$ cat src/serial_txrx_pkg.sv
// package for the serial transmit/receive data path
// assumes a sample-rate tick from an external baud generator
package serial_txrx_pkg;

  // ==========================================================
  // timing and frame geometry
  localparam logic [4:0] SAMPLES_NORMAL = 5'h10;
  localparam logic [4:0] SAMPLES_DOUBLE = 5'h08;
  localparam logic [4:0] VOTE_FIRST_NORMAL = 5'h08;
  localparam logic [4:0] VOTE_FIRST_DOUBLE = 5'h04;
  localparam logic [4:0] SPI_TICKS_PER_BIT = 5'h02;
  localparam logic [3:0] SPI_BITS = 4'h8;
  localparam logic [3:0] MIN_DATA_BITS = 4'h5;
  localparam logic [3:0] MAX_DATA_BITS = 4'h9;
  localparam int RX_FIFO_DEPTH = 8;
  localparam int FRAME_W = 13;

  // ==========================================================
  // parity selection codes
  localparam logic [1:0] PAR_NONE = 2'h0;
  localparam logic [1:0] PAR_EVEN = 2'h2;
  localparam logic [1:0] PAR_ODD = 2'h3;

  // ==========================================================
  // carriers
  typedef struct packed {
    logic [3:0] data_bits;
    logic [1:0] parity;
    logic two_stop;
    logic double_speed;
    logic spi_mode;
    logic spi_lsb_first;
  } frame_cfg_s;

  typedef struct packed {
    logic [8:0] data;
    logic frame_err;
    logic parity_err;
    logic overflow;
  } rx_word_s;

  localparam int RX_WORD_W = $bits(rx_word_s);

endpackage : serial_txrx_pkg

$ cat src/serial_fifo.sv
// synchronous fifo with valid/ready on both sides and a flush
// assumes one clock, synchronous active-low reset
`timescale 1ns/100ps
module serial_fifo #(
  parameter int WIDTH = 12,
  parameter int DEPTH = 8
) (
  input wire logic clk_i,
  input wire logic nrst_i,
  input wire logic flush_i,
  input wire logic in_valid_i,
  output logic in_ready_o,
  input wire logic [WIDTH-1:0] in_data_i,
  output logic out_valid_o,
  input wire logic out_ready_i,
  output logic [WIDTH-1:0] out_data_o
);
  localparam int AW = $clog2(DEPTH);

  logic [WIDTH-1:0] mem_ff [DEPTH];
  logic [AW-1:0] wr_ff, nxt_wr, rd_ff, nxt_rd;
  logic [AW:0] cnt_ff, nxt_cnt;
  logic push, pop;

  assign in_ready_o = (cnt_ff != DEPTH[AW:0]);
  assign out_valid_o = (cnt_ff != '0);
  assign out_data_o = mem_ff[rd_ff];
  assign push = in_valid_i && in_ready_o && !flush_i;
  assign pop = out_valid_o && out_ready_i && !flush_i;

  always_comb begin
    nxt_wr = wr_ff;
    nxt_rd = rd_ff;
    nxt_cnt = cnt_ff;
    if (flush_i) begin
      nxt_wr = '0;
      nxt_rd = '0;
      nxt_cnt = '0;
    end else begin
      if (push) begin
        nxt_wr = (wr_ff == AW'(DEPTH - 1)) ? '0 : wr_ff + 1'b1;
      end
      if (pop) begin
        nxt_rd = (rd_ff == AW'(DEPTH - 1)) ? '0 : rd_ff + 1'b1;
      end
      nxt_cnt = cnt_ff + {{AW{1'b0}}, push} - {{AW{1'b0}}, pop};
    end
  end

  always_ff @(posedge clk_i) begin
    if (!nrst_i) begin
      wr_ff <= '0;
      rd_ff <= '0;
      cnt_ff <= '0;
    end else begin
      wr_ff <= nxt_wr;
      rd_ff <= nxt_rd;
      cnt_ff <= nxt_cnt;
    end
  end

  // storage has no reset; empty flag hides stale contents
  always_ff @(posedge clk_i) begin
    if (push) begin
      mem_ff[wr_ff] <= in_data_i;
    end
  end

endmodule : serial_fifo

$ cat src/serial_txrx_datapath.sv
// transmit and receive data path of a serial transceiver
// assumes baud_tick_i pulses at the sample rate (16x/8x baud),
// or at twice the bit rate in master spi mode
`timescale 1ns/100ps
module serial_txrx_datapath (
  input wire logic clk_i,
  input wire logic nrst_i,
  input wire logic baud_tick_i,
  input wire serial_txrx_pkg::frame_cfg_s cfg_i,
  input wire logic pin_invert_setting_i,
  input wire logic tx_enable_i,
  input wire logic rx_enable_i,
  input wire logic tx_write_i,
  input wire logic [7:0] tx_data_i,
  input wire logic tx_ninth_bit_i,
  input wire logic tx_complete_clear_i,
  output logic tx_buffer_empty_flag_o,
  output logic tx_complete_flag_o,
  output logic serial_out_pin_n_o,
  output logic serial_out_oe_o,
  output logic sync_clock_pin_o,
  input wire logic serial_in_pin_i,
  input wire logic rx_read_i,
  output logic rx_complete_flag_o,
  output logic [7:0] rx_data_o,
  output logic rx_ninth_bit_o,
  output logic frame_error_flag_o,
  output logic parity_error_flag_o,
  output logic rx_overflow_flag_o
);
  localparam int FW = serial_txrx_pkg::FRAME_W;

  typedef enum {TX_IDLE, TX_BUSY} tx_state_e;
  typedef enum {RX_IDLE, RX_START, RX_DATA, RX_TAIL} rx_state_e;

  // ==========================================================
  // shared helpers
  logic [3:0] nbits;
  logic par_en;
  logic [4:0] spb;
  logic [4:0] vfirst;

  always_comb begin
    nbits = cfg_i.data_bits;
    if (nbits < serial_txrx_pkg::MIN_DATA_BITS ||
        nbits > serial_txrx_pkg::MAX_DATA_BITS) begin
      nbits = serial_txrx_pkg::SPI_BITS;
    end
    par_en = cfg_i.parity[1];
    spb = cfg_i.double_speed ? serial_txrx_pkg::SAMPLES_DOUBLE
                             : serial_txrx_pkg::SAMPLES_NORMAL;
    vfirst = cfg_i.double_speed ? serial_txrx_pkg::VOTE_FIRST_DOUBLE
                                : serial_txrx_pkg::VOTE_FIRST_NORMAL;
  end

  function automatic logic [8:0] mask_data(input logic [8:0] d,
                                           input logic [3:0] n);
    logic [8:0] m;
    m = '0;
    for (int i = 0; i < 9; i++) begin
      m[i] = (i < int'(n)) ? d[i] : 1'b0;
    end
    return m;
  endfunction : mask_data

  // ==========================================================
  // receive fifo
  logic push_valid, push_ready;
  serial_txrx_pkg::rx_word_s push_word, head_word;

  serial_fifo #(
    .WIDTH(serial_txrx_pkg::RX_WORD_W),
    .DEPTH(serial_txrx_pkg::RX_FIFO_DEPTH)
  ) u_rx_fifo (
    .clk_i(clk_i),
    .nrst_i(nrst_i),
    .flush_i(!rx_enable_i),
    .in_valid_i(push_valid),
    .in_ready_o(push_ready),
    .in_data_i(push_word),
    .out_valid_o(rx_complete_flag_o),
    .out_ready_i(rx_read_i),
    .out_data_o(head_word)
  );

  // flags are those of the head frame; a read pops them too
  assign rx_data_o = head_word.data[7:0];
  assign rx_ninth_bit_o = head_word.data[8];
  assign frame_error_flag_o = head_word.frame_err;
  assign parity_error_flag_o = head_word.parity_err;
  assign rx_overflow_flag_o = head_word.overflow;

  // ==========================================================
  // transmitter
  tx_state_e tx_state_ff, nxt_tx_state;
  logic [FW-1:0] tx_sh_ff, nxt_tx_sh;
  logic [3:0] tx_left_ff, nxt_tx_left;
  logic [4:0] tx_tick_ff, nxt_tx_tick;
  logic [8:0] tx_buf_ff, nxt_tx_buf;
  logic tx_full_ff, nxt_tx_full;
  logic tx_cmpl_ff, nxt_tx_cmpl;
  logic tx_on_ff, nxt_tx_on;
  logic [7:0] spi_rx_ff, nxt_spi_rx;
  logic spi_push;
  logic [4:0] tx_len;

  function automatic logic [FW-1:0] build_frame(
      input logic [8:0] d, input serial_txrx_pkg::frame_cfg_s c,
      input logic [3:0] n);
    logic [FW-1:0] f;
    logic [8:0] m;
    logic [3:0] idx;
    f = '1;
    m = mask_data(d, n);
    idx = n + 4'h1;
    if (c.spi_mode) begin
      for (int i = 0; i < 8; i++) begin
        f[i] = c.spi_lsb_first ? d[i] : d[7-i];
      end
    end else begin
      f[0] = 1'b0;
      for (int i = 0; i < 9; i++) begin
        if (i < int'(n)) begin
          f[i+1] = m[i];
        end
      end
      if (c.parity == serial_txrx_pkg::PAR_EVEN) begin
        f[idx] = ^m;
      end else if (c.parity == serial_txrx_pkg::PAR_ODD) begin
        f[idx] = ~^m;
      end
    end
    return f;
  endfunction : build_frame

  always_comb begin
    tx_len = 5'h1 + {1'b0, nbits} + {4'h0, par_en} + 5'h1 +
             {4'h0, cfg_i.two_stop};
    if (cfg_i.spi_mode) begin
      tx_len = {1'b0, serial_txrx_pkg::SPI_BITS};
    end
  end

  always_comb begin
    nxt_tx_state = tx_state_ff;
    nxt_tx_sh = tx_sh_ff;
    nxt_tx_left = tx_left_ff;
    nxt_tx_tick = tx_tick_ff;
    nxt_tx_buf = tx_buf_ff;
    nxt_tx_full = tx_full_ff;
    nxt_tx_cmpl = tx_cmpl_ff;
    nxt_spi_rx = spi_rx_ff;
    spi_push = 1'b0;
    // stay on while anything is queued or shifting
    nxt_tx_on = tx_enable_i || tx_full_ff ||
                (tx_state_ff == TX_BUSY);
    if (tx_write_i && !tx_full_ff && tx_enable_i) begin
      nxt_tx_buf = {tx_ninth_bit_i, tx_data_i};
      nxt_tx_full = 1'b1;
    end
    case (tx_state_ff)
      TX_IDLE: begin
        if (tx_full_ff) begin
          nxt_tx_sh = build_frame(tx_buf_ff, cfg_i, nbits);
          nxt_tx_left = tx_len[3:0];
          nxt_tx_tick = '0;
          nxt_tx_full = 1'b0;
          nxt_tx_state = TX_BUSY;
        end
      end
      TX_BUSY: begin
        if (baud_tick_i) begin
          nxt_tx_tick = tx_tick_ff + 5'h1;
          if (cfg_i.spi_mode && tx_tick_ff == '0) begin
            nxt_spi_rx = cfg_i.spi_lsb_first ?
                {serial_in_pin_i, spi_rx_ff[7:1]} :
                {spi_rx_ff[6:0], serial_in_pin_i};
          end
          if (nxt_tx_tick == (cfg_i.spi_mode ?
              serial_txrx_pkg::SPI_TICKS_PER_BIT : spb)) begin
            nxt_tx_tick = '0;
            nxt_tx_sh = {1'b1, tx_sh_ff[FW-1:1]};
            nxt_tx_left = tx_left_ff - 4'h1;
            if (tx_left_ff == 4'h1) begin
              spi_push = cfg_i.spi_mode;
              if (tx_full_ff) begin
                // back-to-back: reload right after last bit
                nxt_tx_sh = build_frame(tx_buf_ff, cfg_i, nbits);
                nxt_tx_left = tx_len[3:0];
                nxt_tx_full = 1'b0;
              end else begin
                nxt_tx_state = TX_IDLE;
                nxt_tx_cmpl = 1'b1;
              end
            end
          end
        end
      end
      default: begin
        nxt_tx_state = TX_IDLE;
      end
    endcase
    // a completion in the same cycle beats the clear
    if (tx_complete_clear_i &&
        !(tx_state_ff == TX_BUSY && nxt_tx_state == TX_IDLE)) begin
      nxt_tx_cmpl = 1'b0;
    end
  end

  always_ff @(posedge clk_i) begin
    if (!nrst_i) begin
      tx_state_ff <= TX_IDLE;
      tx_sh_ff <= '1;
      tx_left_ff <= '0;
      tx_tick_ff <= '0;
      tx_buf_ff <= '0;
      tx_full_ff <= 1'b0;
      tx_cmpl_ff <= 1'b0;
      tx_on_ff <= 1'b0;
      spi_rx_ff <= '0;
    end else begin
      tx_state_ff <= nxt_tx_state;
      tx_sh_ff <= nxt_tx_sh;
      tx_left_ff <= nxt_tx_left;
      tx_tick_ff <= nxt_tx_tick;
      tx_buf_ff <= nxt_tx_buf;
      tx_full_ff <= nxt_tx_full;
      tx_cmpl_ff <= nxt_tx_cmpl;
      tx_on_ff <= nxt_tx_on;
      spi_rx_ff <= nxt_spi_rx;
    end
  end

  assign tx_buffer_empty_flag_o = !tx_full_ff;
  assign tx_complete_flag_o = tx_cmpl_ff;
  // idle level is high between frames
  assign serial_out_pin_n_o = (tx_state_ff == TX_BUSY) ? tx_sh_ff[0]
                                                       : 1'b1;
  assign serial_out_oe_o = tx_on_ff;
  // second half of each bit is the sampling edge
  assign sync_clock_pin_o = (cfg_i.spi_mode && tx_state_ff == TX_BUSY &&
                             tx_tick_ff != '0) ^
                            pin_invert_setting_i;

  // ==========================================================
  // asynchronous receiver
  rx_state_e rx_state_ff, nxt_rx_state;
  logic [4:0] rx_smp_ff, nxt_rx_smp;
  logic [1:0] rx_vote_ff, nxt_rx_vote;
  logic rx_prev_ff, nxt_rx_prev;
  logic [3:0] rx_idx_ff, nxt_rx_idx;
  logic [8:0] rx_sh_ff, nxt_rx_sh;
  logic rx_par_ff, nxt_rx_par;
  logic ovf_pend_ff, nxt_ovf_pend;
  logic [4:0] smp;
  logic maj;
  logic exp_par;
  logic async_push;
  serial_txrx_pkg::rx_word_s async_word;

  always_comb begin
    nxt_rx_state = rx_state_ff;
    nxt_rx_smp = rx_smp_ff;
    nxt_rx_vote = rx_vote_ff;
    nxt_rx_prev = rx_prev_ff;
    nxt_rx_idx = rx_idx_ff;
    nxt_rx_sh = rx_sh_ff;
    nxt_rx_par = rx_par_ff;
    async_push = 1'b0;
    async_word = '0;
    smp = (rx_smp_ff == spb) ? 5'h1 : rx_smp_ff + 5'h1;
    maj = (rx_vote_ff[0] & rx_vote_ff[1]) |
          (rx_vote_ff[0] & serial_in_pin_i) |
          (rx_vote_ff[1] & serial_in_pin_i);
    exp_par = (^mask_data(rx_sh_ff, nbits)) ^ cfg_i.parity[0];
    if (baud_tick_i) begin
      case (rx_state_ff)
        RX_IDLE: begin
          nxt_rx_prev = serial_in_pin_i;
          if (rx_prev_ff && !serial_in_pin_i) begin
            nxt_rx_smp = 5'h1; // first low sample is sample 1
            nxt_rx_state = RX_START;
          end
        end
        RX_START, RX_DATA: begin
          nxt_rx_smp = smp;
          if (smp == vfirst) begin
            nxt_rx_vote[0] = serial_in_pin_i;
          end else if (smp == vfirst + 5'h1) begin
            nxt_rx_vote[1] = serial_in_pin_i;
          end else if (smp == vfirst + 5'h2) begin
            if (rx_state_ff == RX_START) begin
              nxt_rx_idx = '0;
              nxt_rx_sh = '0;
              // high majority is a noise spike: rearm
              nxt_rx_state = maj ? RX_IDLE : RX_DATA;
              nxt_rx_prev = 1'b1;
            end else if (rx_idx_ff < nbits) begin
              nxt_rx_sh[rx_idx_ff] = maj;
              nxt_rx_idx = rx_idx_ff + 4'h1;
            end else if (par_en && rx_idx_ff == nbits) begin
              nxt_rx_par = maj;
              nxt_rx_idx = rx_idx_ff + 4'h1;
            end else begin
              // first stop bit ends the frame; a second is not waited on
              async_push = 1'b1;
              async_word.data = rx_sh_ff;
              async_word.frame_err = !maj;
              async_word.parity_err = par_en &&
                                      (exp_par != rx_par_ff);
              nxt_rx_prev = serial_in_pin_i;
              nxt_rx_state = cfg_i.double_speed ? RX_TAIL
                                                : RX_IDLE;
            end
          end
        end
        RX_TAIL: begin
          // double speed needs one more sample before a new edge
          nxt_rx_prev = serial_in_pin_i;
          nxt_rx_state = RX_IDLE;
        end
        default: begin
          nxt_rx_state = RX_IDLE;
        end
      endcase
    end
    if (!rx_enable_i || cfg_i.spi_mode) begin
      nxt_rx_state = RX_IDLE;
      nxt_rx_prev = 1'b1;
      async_push = 1'b0;
    end
  end

  // ==========================================================
  // fifo fill and overflow marking
  always_comb begin
    push_word = async_word;
    if (spi_push) begin
      push_word = '0;
      push_word.data = {1'b0, spi_rx_ff};
    end
    push_word.overflow = ovf_pend_ff;
    push_valid = (async_push || (spi_push && rx_enable_i));
    nxt_ovf_pend = ovf_pend_ff;
    if (push_valid && push_ready) begin
      nxt_ovf_pend = 1'b0;
    end else if (push_valid) begin
      nxt_ovf_pend = 1'b1;
    end
    if (!rx_enable_i) begin
      nxt_ovf_pend = 1'b0;
    end
  end

  always_ff @(posedge clk_i) begin
    if (!nrst_i) begin
      rx_state_ff <= RX_IDLE;
      rx_smp_ff <= '0;
      rx_vote_ff <= '0;
      rx_prev_ff <= 1'b1;
      rx_idx_ff <= '0;
      rx_sh_ff <= '0;
      rx_par_ff <= 1'b0;
      ovf_pend_ff <= 1'b0;
    end else begin
      rx_state_ff <= nxt_rx_state;
      rx_smp_ff <= nxt_rx_smp;
      rx_vote_ff <= nxt_rx_vote;
      rx_prev_ff <= nxt_rx_prev;
      rx_idx_ff <= nxt_rx_idx;
      rx_sh_ff <= nxt_rx_sh;
      rx_par_ff <= nxt_rx_par;
      ovf_pend_ff <= nxt_ovf_pend;
    end
  end

endmodule : serial_txrx_datapath

$ cat config.mk
export PLATFORM = sky130hd
export DESIGN_NAME = serial_txrx_datapath
export DESIGN_NICKNAME = d
export VERILOG_FILES = /design/src/serial_txrx_pkg.sv /design/src/serial_fifo.sv /design/src/serial_txrx_datapath.sv
export SDC_FILE = /design/constraint.sdc
export NUM_CORES = 1
export LEC_CHECK = 0
export BUFFER_PORTS_ARGS = -buffer_cell sky130_fd_sc_hd__buf_4
export CAP_MARGIN = 40
export CELL_PAD_IN_SITES_DETAIL_PLACEMENT = 1
export CELL_PAD_IN_SITES_GLOBAL_PLACEMENT = 1
export CORE_MARGIN = 5
export CORE_UTILIZATION = 25
export DETAILED_ROUTE_END_ITERATION = 12
export GPL_TIMING_DRIVEN = 0
export PLACE_DENSITY_LB_ADDON = 0.1
export SLEW_MARGIN = 30
export SYNTH_ARGS = -nofsm -noshare
export SYNTH_HDL_FRONTEND = slang
export SYNTH_HIERARCHICAL = 1
export SYNTH_SLANG_ARGS = --single-unit
export TNS_END_PERCENT = 1
$ cat constraint.sdc
create_clock -name clk_i -period 6.4 [get_ports clk_i]
set_clock_uncertainty 0.15 [all_clocks]
set_input_delay 1.28 -clock clk_i [delete_from_list [all_inputs] [get_ports clk_i]]
set_output_delay 1.28 -clock clk_i [all_outputs]
set_load 0.05 [all_outputs]
==> results.toml, run 1 <==
[run_status]
status = "finished, final reports clean"

[setup_path]
crit_start = "cfg_i[9]"
path_class = "primary input to flop"
path_cells = "buf_4 > nor2b_1 > nand2_1 > ha_1 > nor2b_1 > o21a_1 > o21a_1 > o21a_1 > nand4_1 > o22ai_1 > and2_1 > nor2b_1 > nand2_2 > nor4b_2 > buf_2 > buf_2"
reg2reg_to = "u_rx_fifo/mem_ff[2][7]"
critPathRequiredTime_ns = 6.48
crit_arrival_ns = 5.07
ff2ff_path_depth = 14
crit_path_start_kind = "primary input"
reg2reg_setup_slack_ns = 1.80
critPathMaxFanout = 8
crit_path_end = "u_rx_fifo/mem_ff[2][7]"
slowest_stage = "nor4b_2"
reg2reg_from = "rx_smp_ff[0]"
end_kind = "flop"
cpPeakStageDelay_ns = 0.59

[power_and_ir_drop]
p_int_uw = 2305
vdd_drop_max_v = 0.0001853
power_leakage_uw = 0.004192
comb_power_share_pct = 4.0
fin_total_pwr_uw = 2980
p_seq_share_pct = 47.1
power_frac_clock_pct = 49.0
switching_share_pct = 22.67
p_per_area_mw_per_mm2 = 256.5
switching_power_uw = 675.6

[synthesis]
synth_top_cell_area_share_pct = 30.54
syn_area_mm2 = 0.009440
synthesis.area_per_instance_um2 = 11.35
yosys_register_bits = 208
syn_inst = 832
synth_ff_type = "dfxtp_1"
synth_edf_count = 96
synth_top_area_cell = "edfxtp_1"
synth_cell_types = 64
seq_area_frac_synth_pct = 54.29
ys_async_sr_fraction_pct = 0
synthTopCellsByArea = "edfxtp_1 (31%), dfxtp_1 (24%), mux4_1 (5.8%)"
ys_warn_count = 6

[clocking]
cts_buffers = 26
htree_levels = 1
ctsResizeCount = 0
cts_setup_buffers = 0
postCtsHoldBufs = 0
cts_tree = "built"
clk_pin_slew_ns = 0.06
ctsLongestPathBuffers = 3
clkLatencyLatePin_ns = 0.53
cts-root-buf = "clkbuf_16"
clock_sinks = 208

[grt]
grt_pass1_vias = 7138
grt.total_usage_pct = 12.17
antenna_found_initial = 0
grt.overflow.total = 0
grt_pass1_wl_mm = 40.37
grt_max_degree = 14

[timing]
maxSlewViolCount = 0
max_slew_margin_pct = 45.90
worst_slew_pin_slew_ns = 0.8115
period_share_pct = 77.89
setup_tns_ns = 0
finalHoldViolations = 0
period_minus_slack_ns = 4.985
rsz0062_at_grt = "no"
setup_viol = 0
fmax_mhz = 200.6

[place]
dp.cells = 1440
post-dp-hpwl_mm = 18.85
io_buffer_count = 44
gp_congestion = 0.7138

[finish]
utilization_pct = 31.00
area_delta_synth_final_pct = 23.10
drive_above_1_share_pct = 16.94
layout.cells.non_filler = 1491
layout.nets = 1022
diodes = 0

[floorplanning]
dieHeight_um = 204.3
die_w_um = 204.3
io_pins = 47
row_count = 71
initial_utilization_pct = 25.18
die-area_mm2 = 0.04175
coreArea_mm2 = 0.03749

[detailed_routing]
via_count = 6676
totalWireLength_mm = 25.33
drc = 0
ant_nets = 0
via_per_inst = 4.478
wl_per_cell_um = 16.99
first_iter_violations = 220
drt_first_pass_iters = 4

[flow_run]
maxCapViolCount = 0

[min_path]
hold_class = "flop to flop"
synthesized netlist by cell type, types with 11 or more instances:
master / instances
and3_1: 11
a211oi_1: 16
o21ai_0: 51
nand2_1: 94
inv_1: 33
mux2_2: 12
ha_1: 31
dfxtp_1: 112
edfxtp_1: 96
nor2_1: 55
mux4_1: 21
xnor2_1: 17
clkbuf_1: 27
nand3_1: 21
a21oi_1: 51
mux2i_1: 26
nor3_1: 15
placed cells by master, fill, tap and decap left out, types with 29 or more instances in the layout:
master and instances:
a21oi_1 51, nand2_1 94, buf_4 53, nor2_1 54
ha_1 31, o21ai_0 50, conb_1 31, clkbuf_1 29
dfxtp_1 112, inv_1 33, edfxtp_1 96
power groups by stage:
stage	Clock [uW]	Combinational (uW)	Sequential (uW)
2_1_floorplan	0	71.5	1430
3_3_place_gp	0	121	1430
3_5_place_dp	0	122	1430
4_1_cts	1520	122	1400
5_1_grt	1570	135	1400
6_report	1460	119	1400
logic make-up after synthesis:
kind of cell | Yosys count | synth area share (%)
xor gates and xnor gates | 26 | 2.412
and+or+nand+nor | 264 | 13.81
AOI/OAI and AO/OA | 164 | 10.52
DFF | 208 | 54.29
adders and majority gates | 34 | 4.639
buffers and inverters | 73 | 3.539
other | 1 | 0.03972
muxes | 62 | 10.75
cell type report:
cell class / count / area, um2
Buffer: 39 / 206.4
Clock buffer: 31 / 699.4
Clock inverter: 17 / 170.2
Fill cell: 4259 / 25870
Inverter: 34 / 127.6
Multi-Input combinational cell: 581 / 4141
Sequential cell: 208 / 5125
Tap cell: 511 / 639.4
Timing Repair Buffer: 70 / 511.7
flip-flops by register name, indices dropped and copies added (netlist names), 5 cells and up, named ones only:
signal / cells
u_rx_fifo/mem_ff: 96
tx_sh_ff: 13
rx_sh_ff: 9
tx_state_ff: 32
rx_smp_ff: 5
spi_rx_ff: 8
tx_tick_ff: 5
tx_buf_ff: 9
per-layer routing:
metal | wire length, um | track usage [%] | vias up
li1 | - | - | 3292
met1 | 11540 | 15.62 | 3278
met2 | 12610 | 21.63 | 71
met3 | 693 | 1.888 | 35
met4 | 484 | 2.776 | 0
met5 | 0 | 0 | -
critical path: cells and delay by family:
| family | cells | cell delay (ns) |
|---|---|---|
| buf+inv | 3 | 0.64 |
| fa+ha+maj | 1 | 0.36 |
| simple gates | 8 | 2.09 |
| compound gates | 4 | 0.69 |
through the flow:
step / instance area (um2) / worst slack (ns) / hold slack, ns
after floorplan: 9553 / 1.103 / 0.2687
after global placement: 10520 / -1.696 / 0.2893
after detailed placement: 10740 / 0.7244 / 0.2957
after CTS: 11610 / 1.298 / 0.3130
after global routing: 11620 / 1.047 / 0.3406
final: 11620 / 1.415 / 0.3105
how the worst min path moves through the flow:
stage,startpoint,cells after the start,to
finish,tx_sh_ff[12],1,tx_sh_ff[12]
global route,tx_sh_ff[12],1,tx_sh_ff[12]
CTS,tx_sh_ff[12],1,tx_sh_ff[12]
detailed placement,tx_sh_ff[12],1,tx_sh_ff[12]
global placement,tx_sh_ff[12],1,tx_sh_ff[12]
floorplan,tx_sh_ff[12],1,tx_sh_ff[12]
(Power assumes the default switching activity.)
==> run 2: changes to the inputs <==
==> constraint.sdc (replaced) <==
create_clock -name clk_i -period 4.6 [get_ports clk_i]
set_clock_uncertainty 0.15 [all_clocks]
set_input_delay 0.92 -clock clk_i [delete_from_list [all_inputs] [get_ports clk_i]]
set_output_delay 0.92 -clock clk_i [all_outputs]
set_load 0.05 [all_outputs]
==> run 2 against run 1 <==
  * Cell area grew 0.20%
  * Clock power increased by 38%
  * Worst setup slack worse by 1.1 ns
  * Combinational power up 40%
  * Critical path type unchanged
  * Clock-buffer cell count grew 2
  * Global-route usage barely moved
  * First-iteration DRC count grew 7.7%
  * Largest power group unchanged
==> results.toml, run 2 (synthesized netlist as in run 1, its figures left out) <==
[run_status]
status = "finished, final reports clean"

[detailed_routing]
drt_first_pass_iters = 4
via_per_inst = 4.485
via_count = 6665
totalWireLength_mm = 25.47
ant_nets = 0
wl_per_cell_um = 17.14
drc = 0
first_iter_violations = 237

[clocking]
htree_levels = 1
cts_tree = "built"
postCtsHoldBufs = 0
clock_sinks = 208
cts_setup_buffers = 0
cts_buffers = 25
ctsLongestPathBuffers = 3
clkLatencyLatePin_ns = 0.52
clk_pin_slew_ns = 0.06
cts-root-buf = "clkbuf_16"

[timing]
setup_viol = 0
rsz0062_at_grt = "no"
max_slew_margin_pct = 46.44
fmax_mhz = 233.3
worst_slew_pin_slew_ns = 0.8034
finalHoldViolations = 0
period_share_pct = 93.20
maxSlewViolCount = 0
period_minus_slack_ns = 4.287

[power_and_ir_drop]
fin_total_pwr_uw = 4131
power_leakage_uw = 0.004178
p_per_area_mw_per_mm2 = 354.8
vdd_drop_max_v = 0.0002423

[place]
io_buffer_count = 44
post-dp-hpwl_mm = 18.88
gp_congestion = 0.7231
postPlaceCellArea_mm2 = 0.01074

[finish]
diodes = 0
drive_above_1_share_pct = 17.13
area_delta_synth_final_pct = 23.35
final_common_cell = "dfxtp_1"
top_register = "u_rx_fifo/mem_ff"
largest_register_ffs = 96
fin_area_mm2 = 0.01164
layout.nets = 1019
top_regs = "u_rx_fifo/mem_ff: 96 flops, tx_state_ff: 32 flops, tx_sh_ff: 13 flops"
mostFrequentLayoutCells = "dfxtp_1 (112), edfxtp_1 (96), nand2_1 (93)"

[setup_path]
critPathTopFamily = "simple AND/OR/NAND/NOR gates"
path_class = "primary input to flop"
end_kind = "flop"
slowest_stage = "nor4bb_4"
cpMostUsedCell = "ha_1"
critPathMaxFanout = 8
crit_arrival_ns = 4.55
crit_buf_inv = 2
crit_path_start_kind = "primary input"
cpPeakStageDelay_ns = 0.56
path_cells = "buf_4 > nor4bb_4 > nand2b_1 > ha_1 > and3_1 > nand3_1 > nand4_1 > o22ai_2 > and2_1 > nor2b_2 > nand2_4 > ha_1 > inv_1 > ha_1 > fa_1 > xor2_1 > and2_1"
critPathRequiredTime_ns = 4.86

[grt]
grt_pass1_wl_mm = 40.61
antenna_found_initial = 0
grt_max_degree = 14
grt.total_usage_pct = 12.19
grt_pass1_vias = 7152
grt.overflow.total = 0

[floorplanning]
initial_utilization_pct = 25.18
dieHeight_um = 204.3
io_pins = 47
row_count = 71
coreArea_mm2 = 0.03749
die_w_um = 204.3
die-area_mm2 = 0.04175

[min_path]
hold_class = "flop to flop"

[flow_run]
maxCapViolCount = 0
run 2: changes by cell type in the layout (fill, tap and decap cells not counted), moves of 2 or more:
cell	previous run	this run
buf_2	15	10
buf_4	53	57
clkinv_2	6	3
clkinv_4	2	0
nor2b_1	7	5
nor2b_2	0	2
run 2: metrics by stage:
step	hold WS, ns	setup TNS, ns	utilization (%)	cells	setup slack (ns)
after floorplan	0.2687	-5.587	-	862	-0.3159
after global placement	0.3069	-230.30	28.09	1417	-3.133
after detailed placement	0.3071	-27.83	28.65	1439	-0.6776
after CTS	0.3249	0	30.98	1484	0.008369
after global routing	0.3498	0	31.06	1486	0.06191
final	0.3170	0	31.06	1486	0.3129
run 2: final timing paths:
kind                start                  end  depth (start not counted)  slack, ns
max              cfg_i[6]  u_rx_fifo/cnt_ff[2]                         17       0.31
min          tx_sh_ff[12]         tx_sh_ff[12]                          1       0.32
max reg2reg  rx_smp_ff[0]  u_rx_fifo/cnt_ff[2]                         16       0.38
min reg2reg  tx_sh_ff[12]         tx_sh_ff[12]                          1       0.32
run 2: timing repair:
item | CTS | global route
pin swaps | 0 | 1
endpoints found under the setup margin | 2 | 22
gates resized for setup | 4 | 5
endpoints found under the hold margin | 0 | 0
run 2: cell type report:
class                   count  area, um2
fillers                  4235      25840
flip-flops and latches    208       5125
multi-input cells         581       4194
clock buffers              33      695.7
well taps                 511      639.4
repair buffers             69      509.2
plain buffers              38      202.7
clock inverters            12      151.4
inverters                  34      127.6
run 2: routing by layer:
metal | wire (um) | GRT usage (%) | up-vias | part of all wire, %
met4 | 385 | 2.393 | 0 | 1.5
met5 | 0 | 0 | - | 0
met3 | 628 | 1.888 | 26 | 2.5
met2 | 12660 | 21.68 | 66 | 50
met1 | 11790 | 15.77 | 3294 | 46
li1 | - | - | 3279 | -
run 2: power breakdown:
part | total (uW) | switching, uW | internal [uW]
registers | 1950 | 12.7 | 1940
clock network | 2010 | 781 | 1230
logic | 167 | 104 | 62.8
total | 4130 | 898 | 3230
run 2: worst reg2reg max path, cell delays in order (launching register included):
cell     delay (ns)
dfxtp_1        0.40
ha_2           0.30
or4b_1         0.56
a32oi_2        0.28
and3_1         0.20
buf_6          0.14
nand4_1        0.17
o22ai_2        0.21
and2_1         0.15
nor2b_2        0.19
nand2_4        0.13
ha_1           0.31
inv_1          0.04
ha_1           0.20
fa_1           0.38
xor2_1         0.15
and2_1         0.15
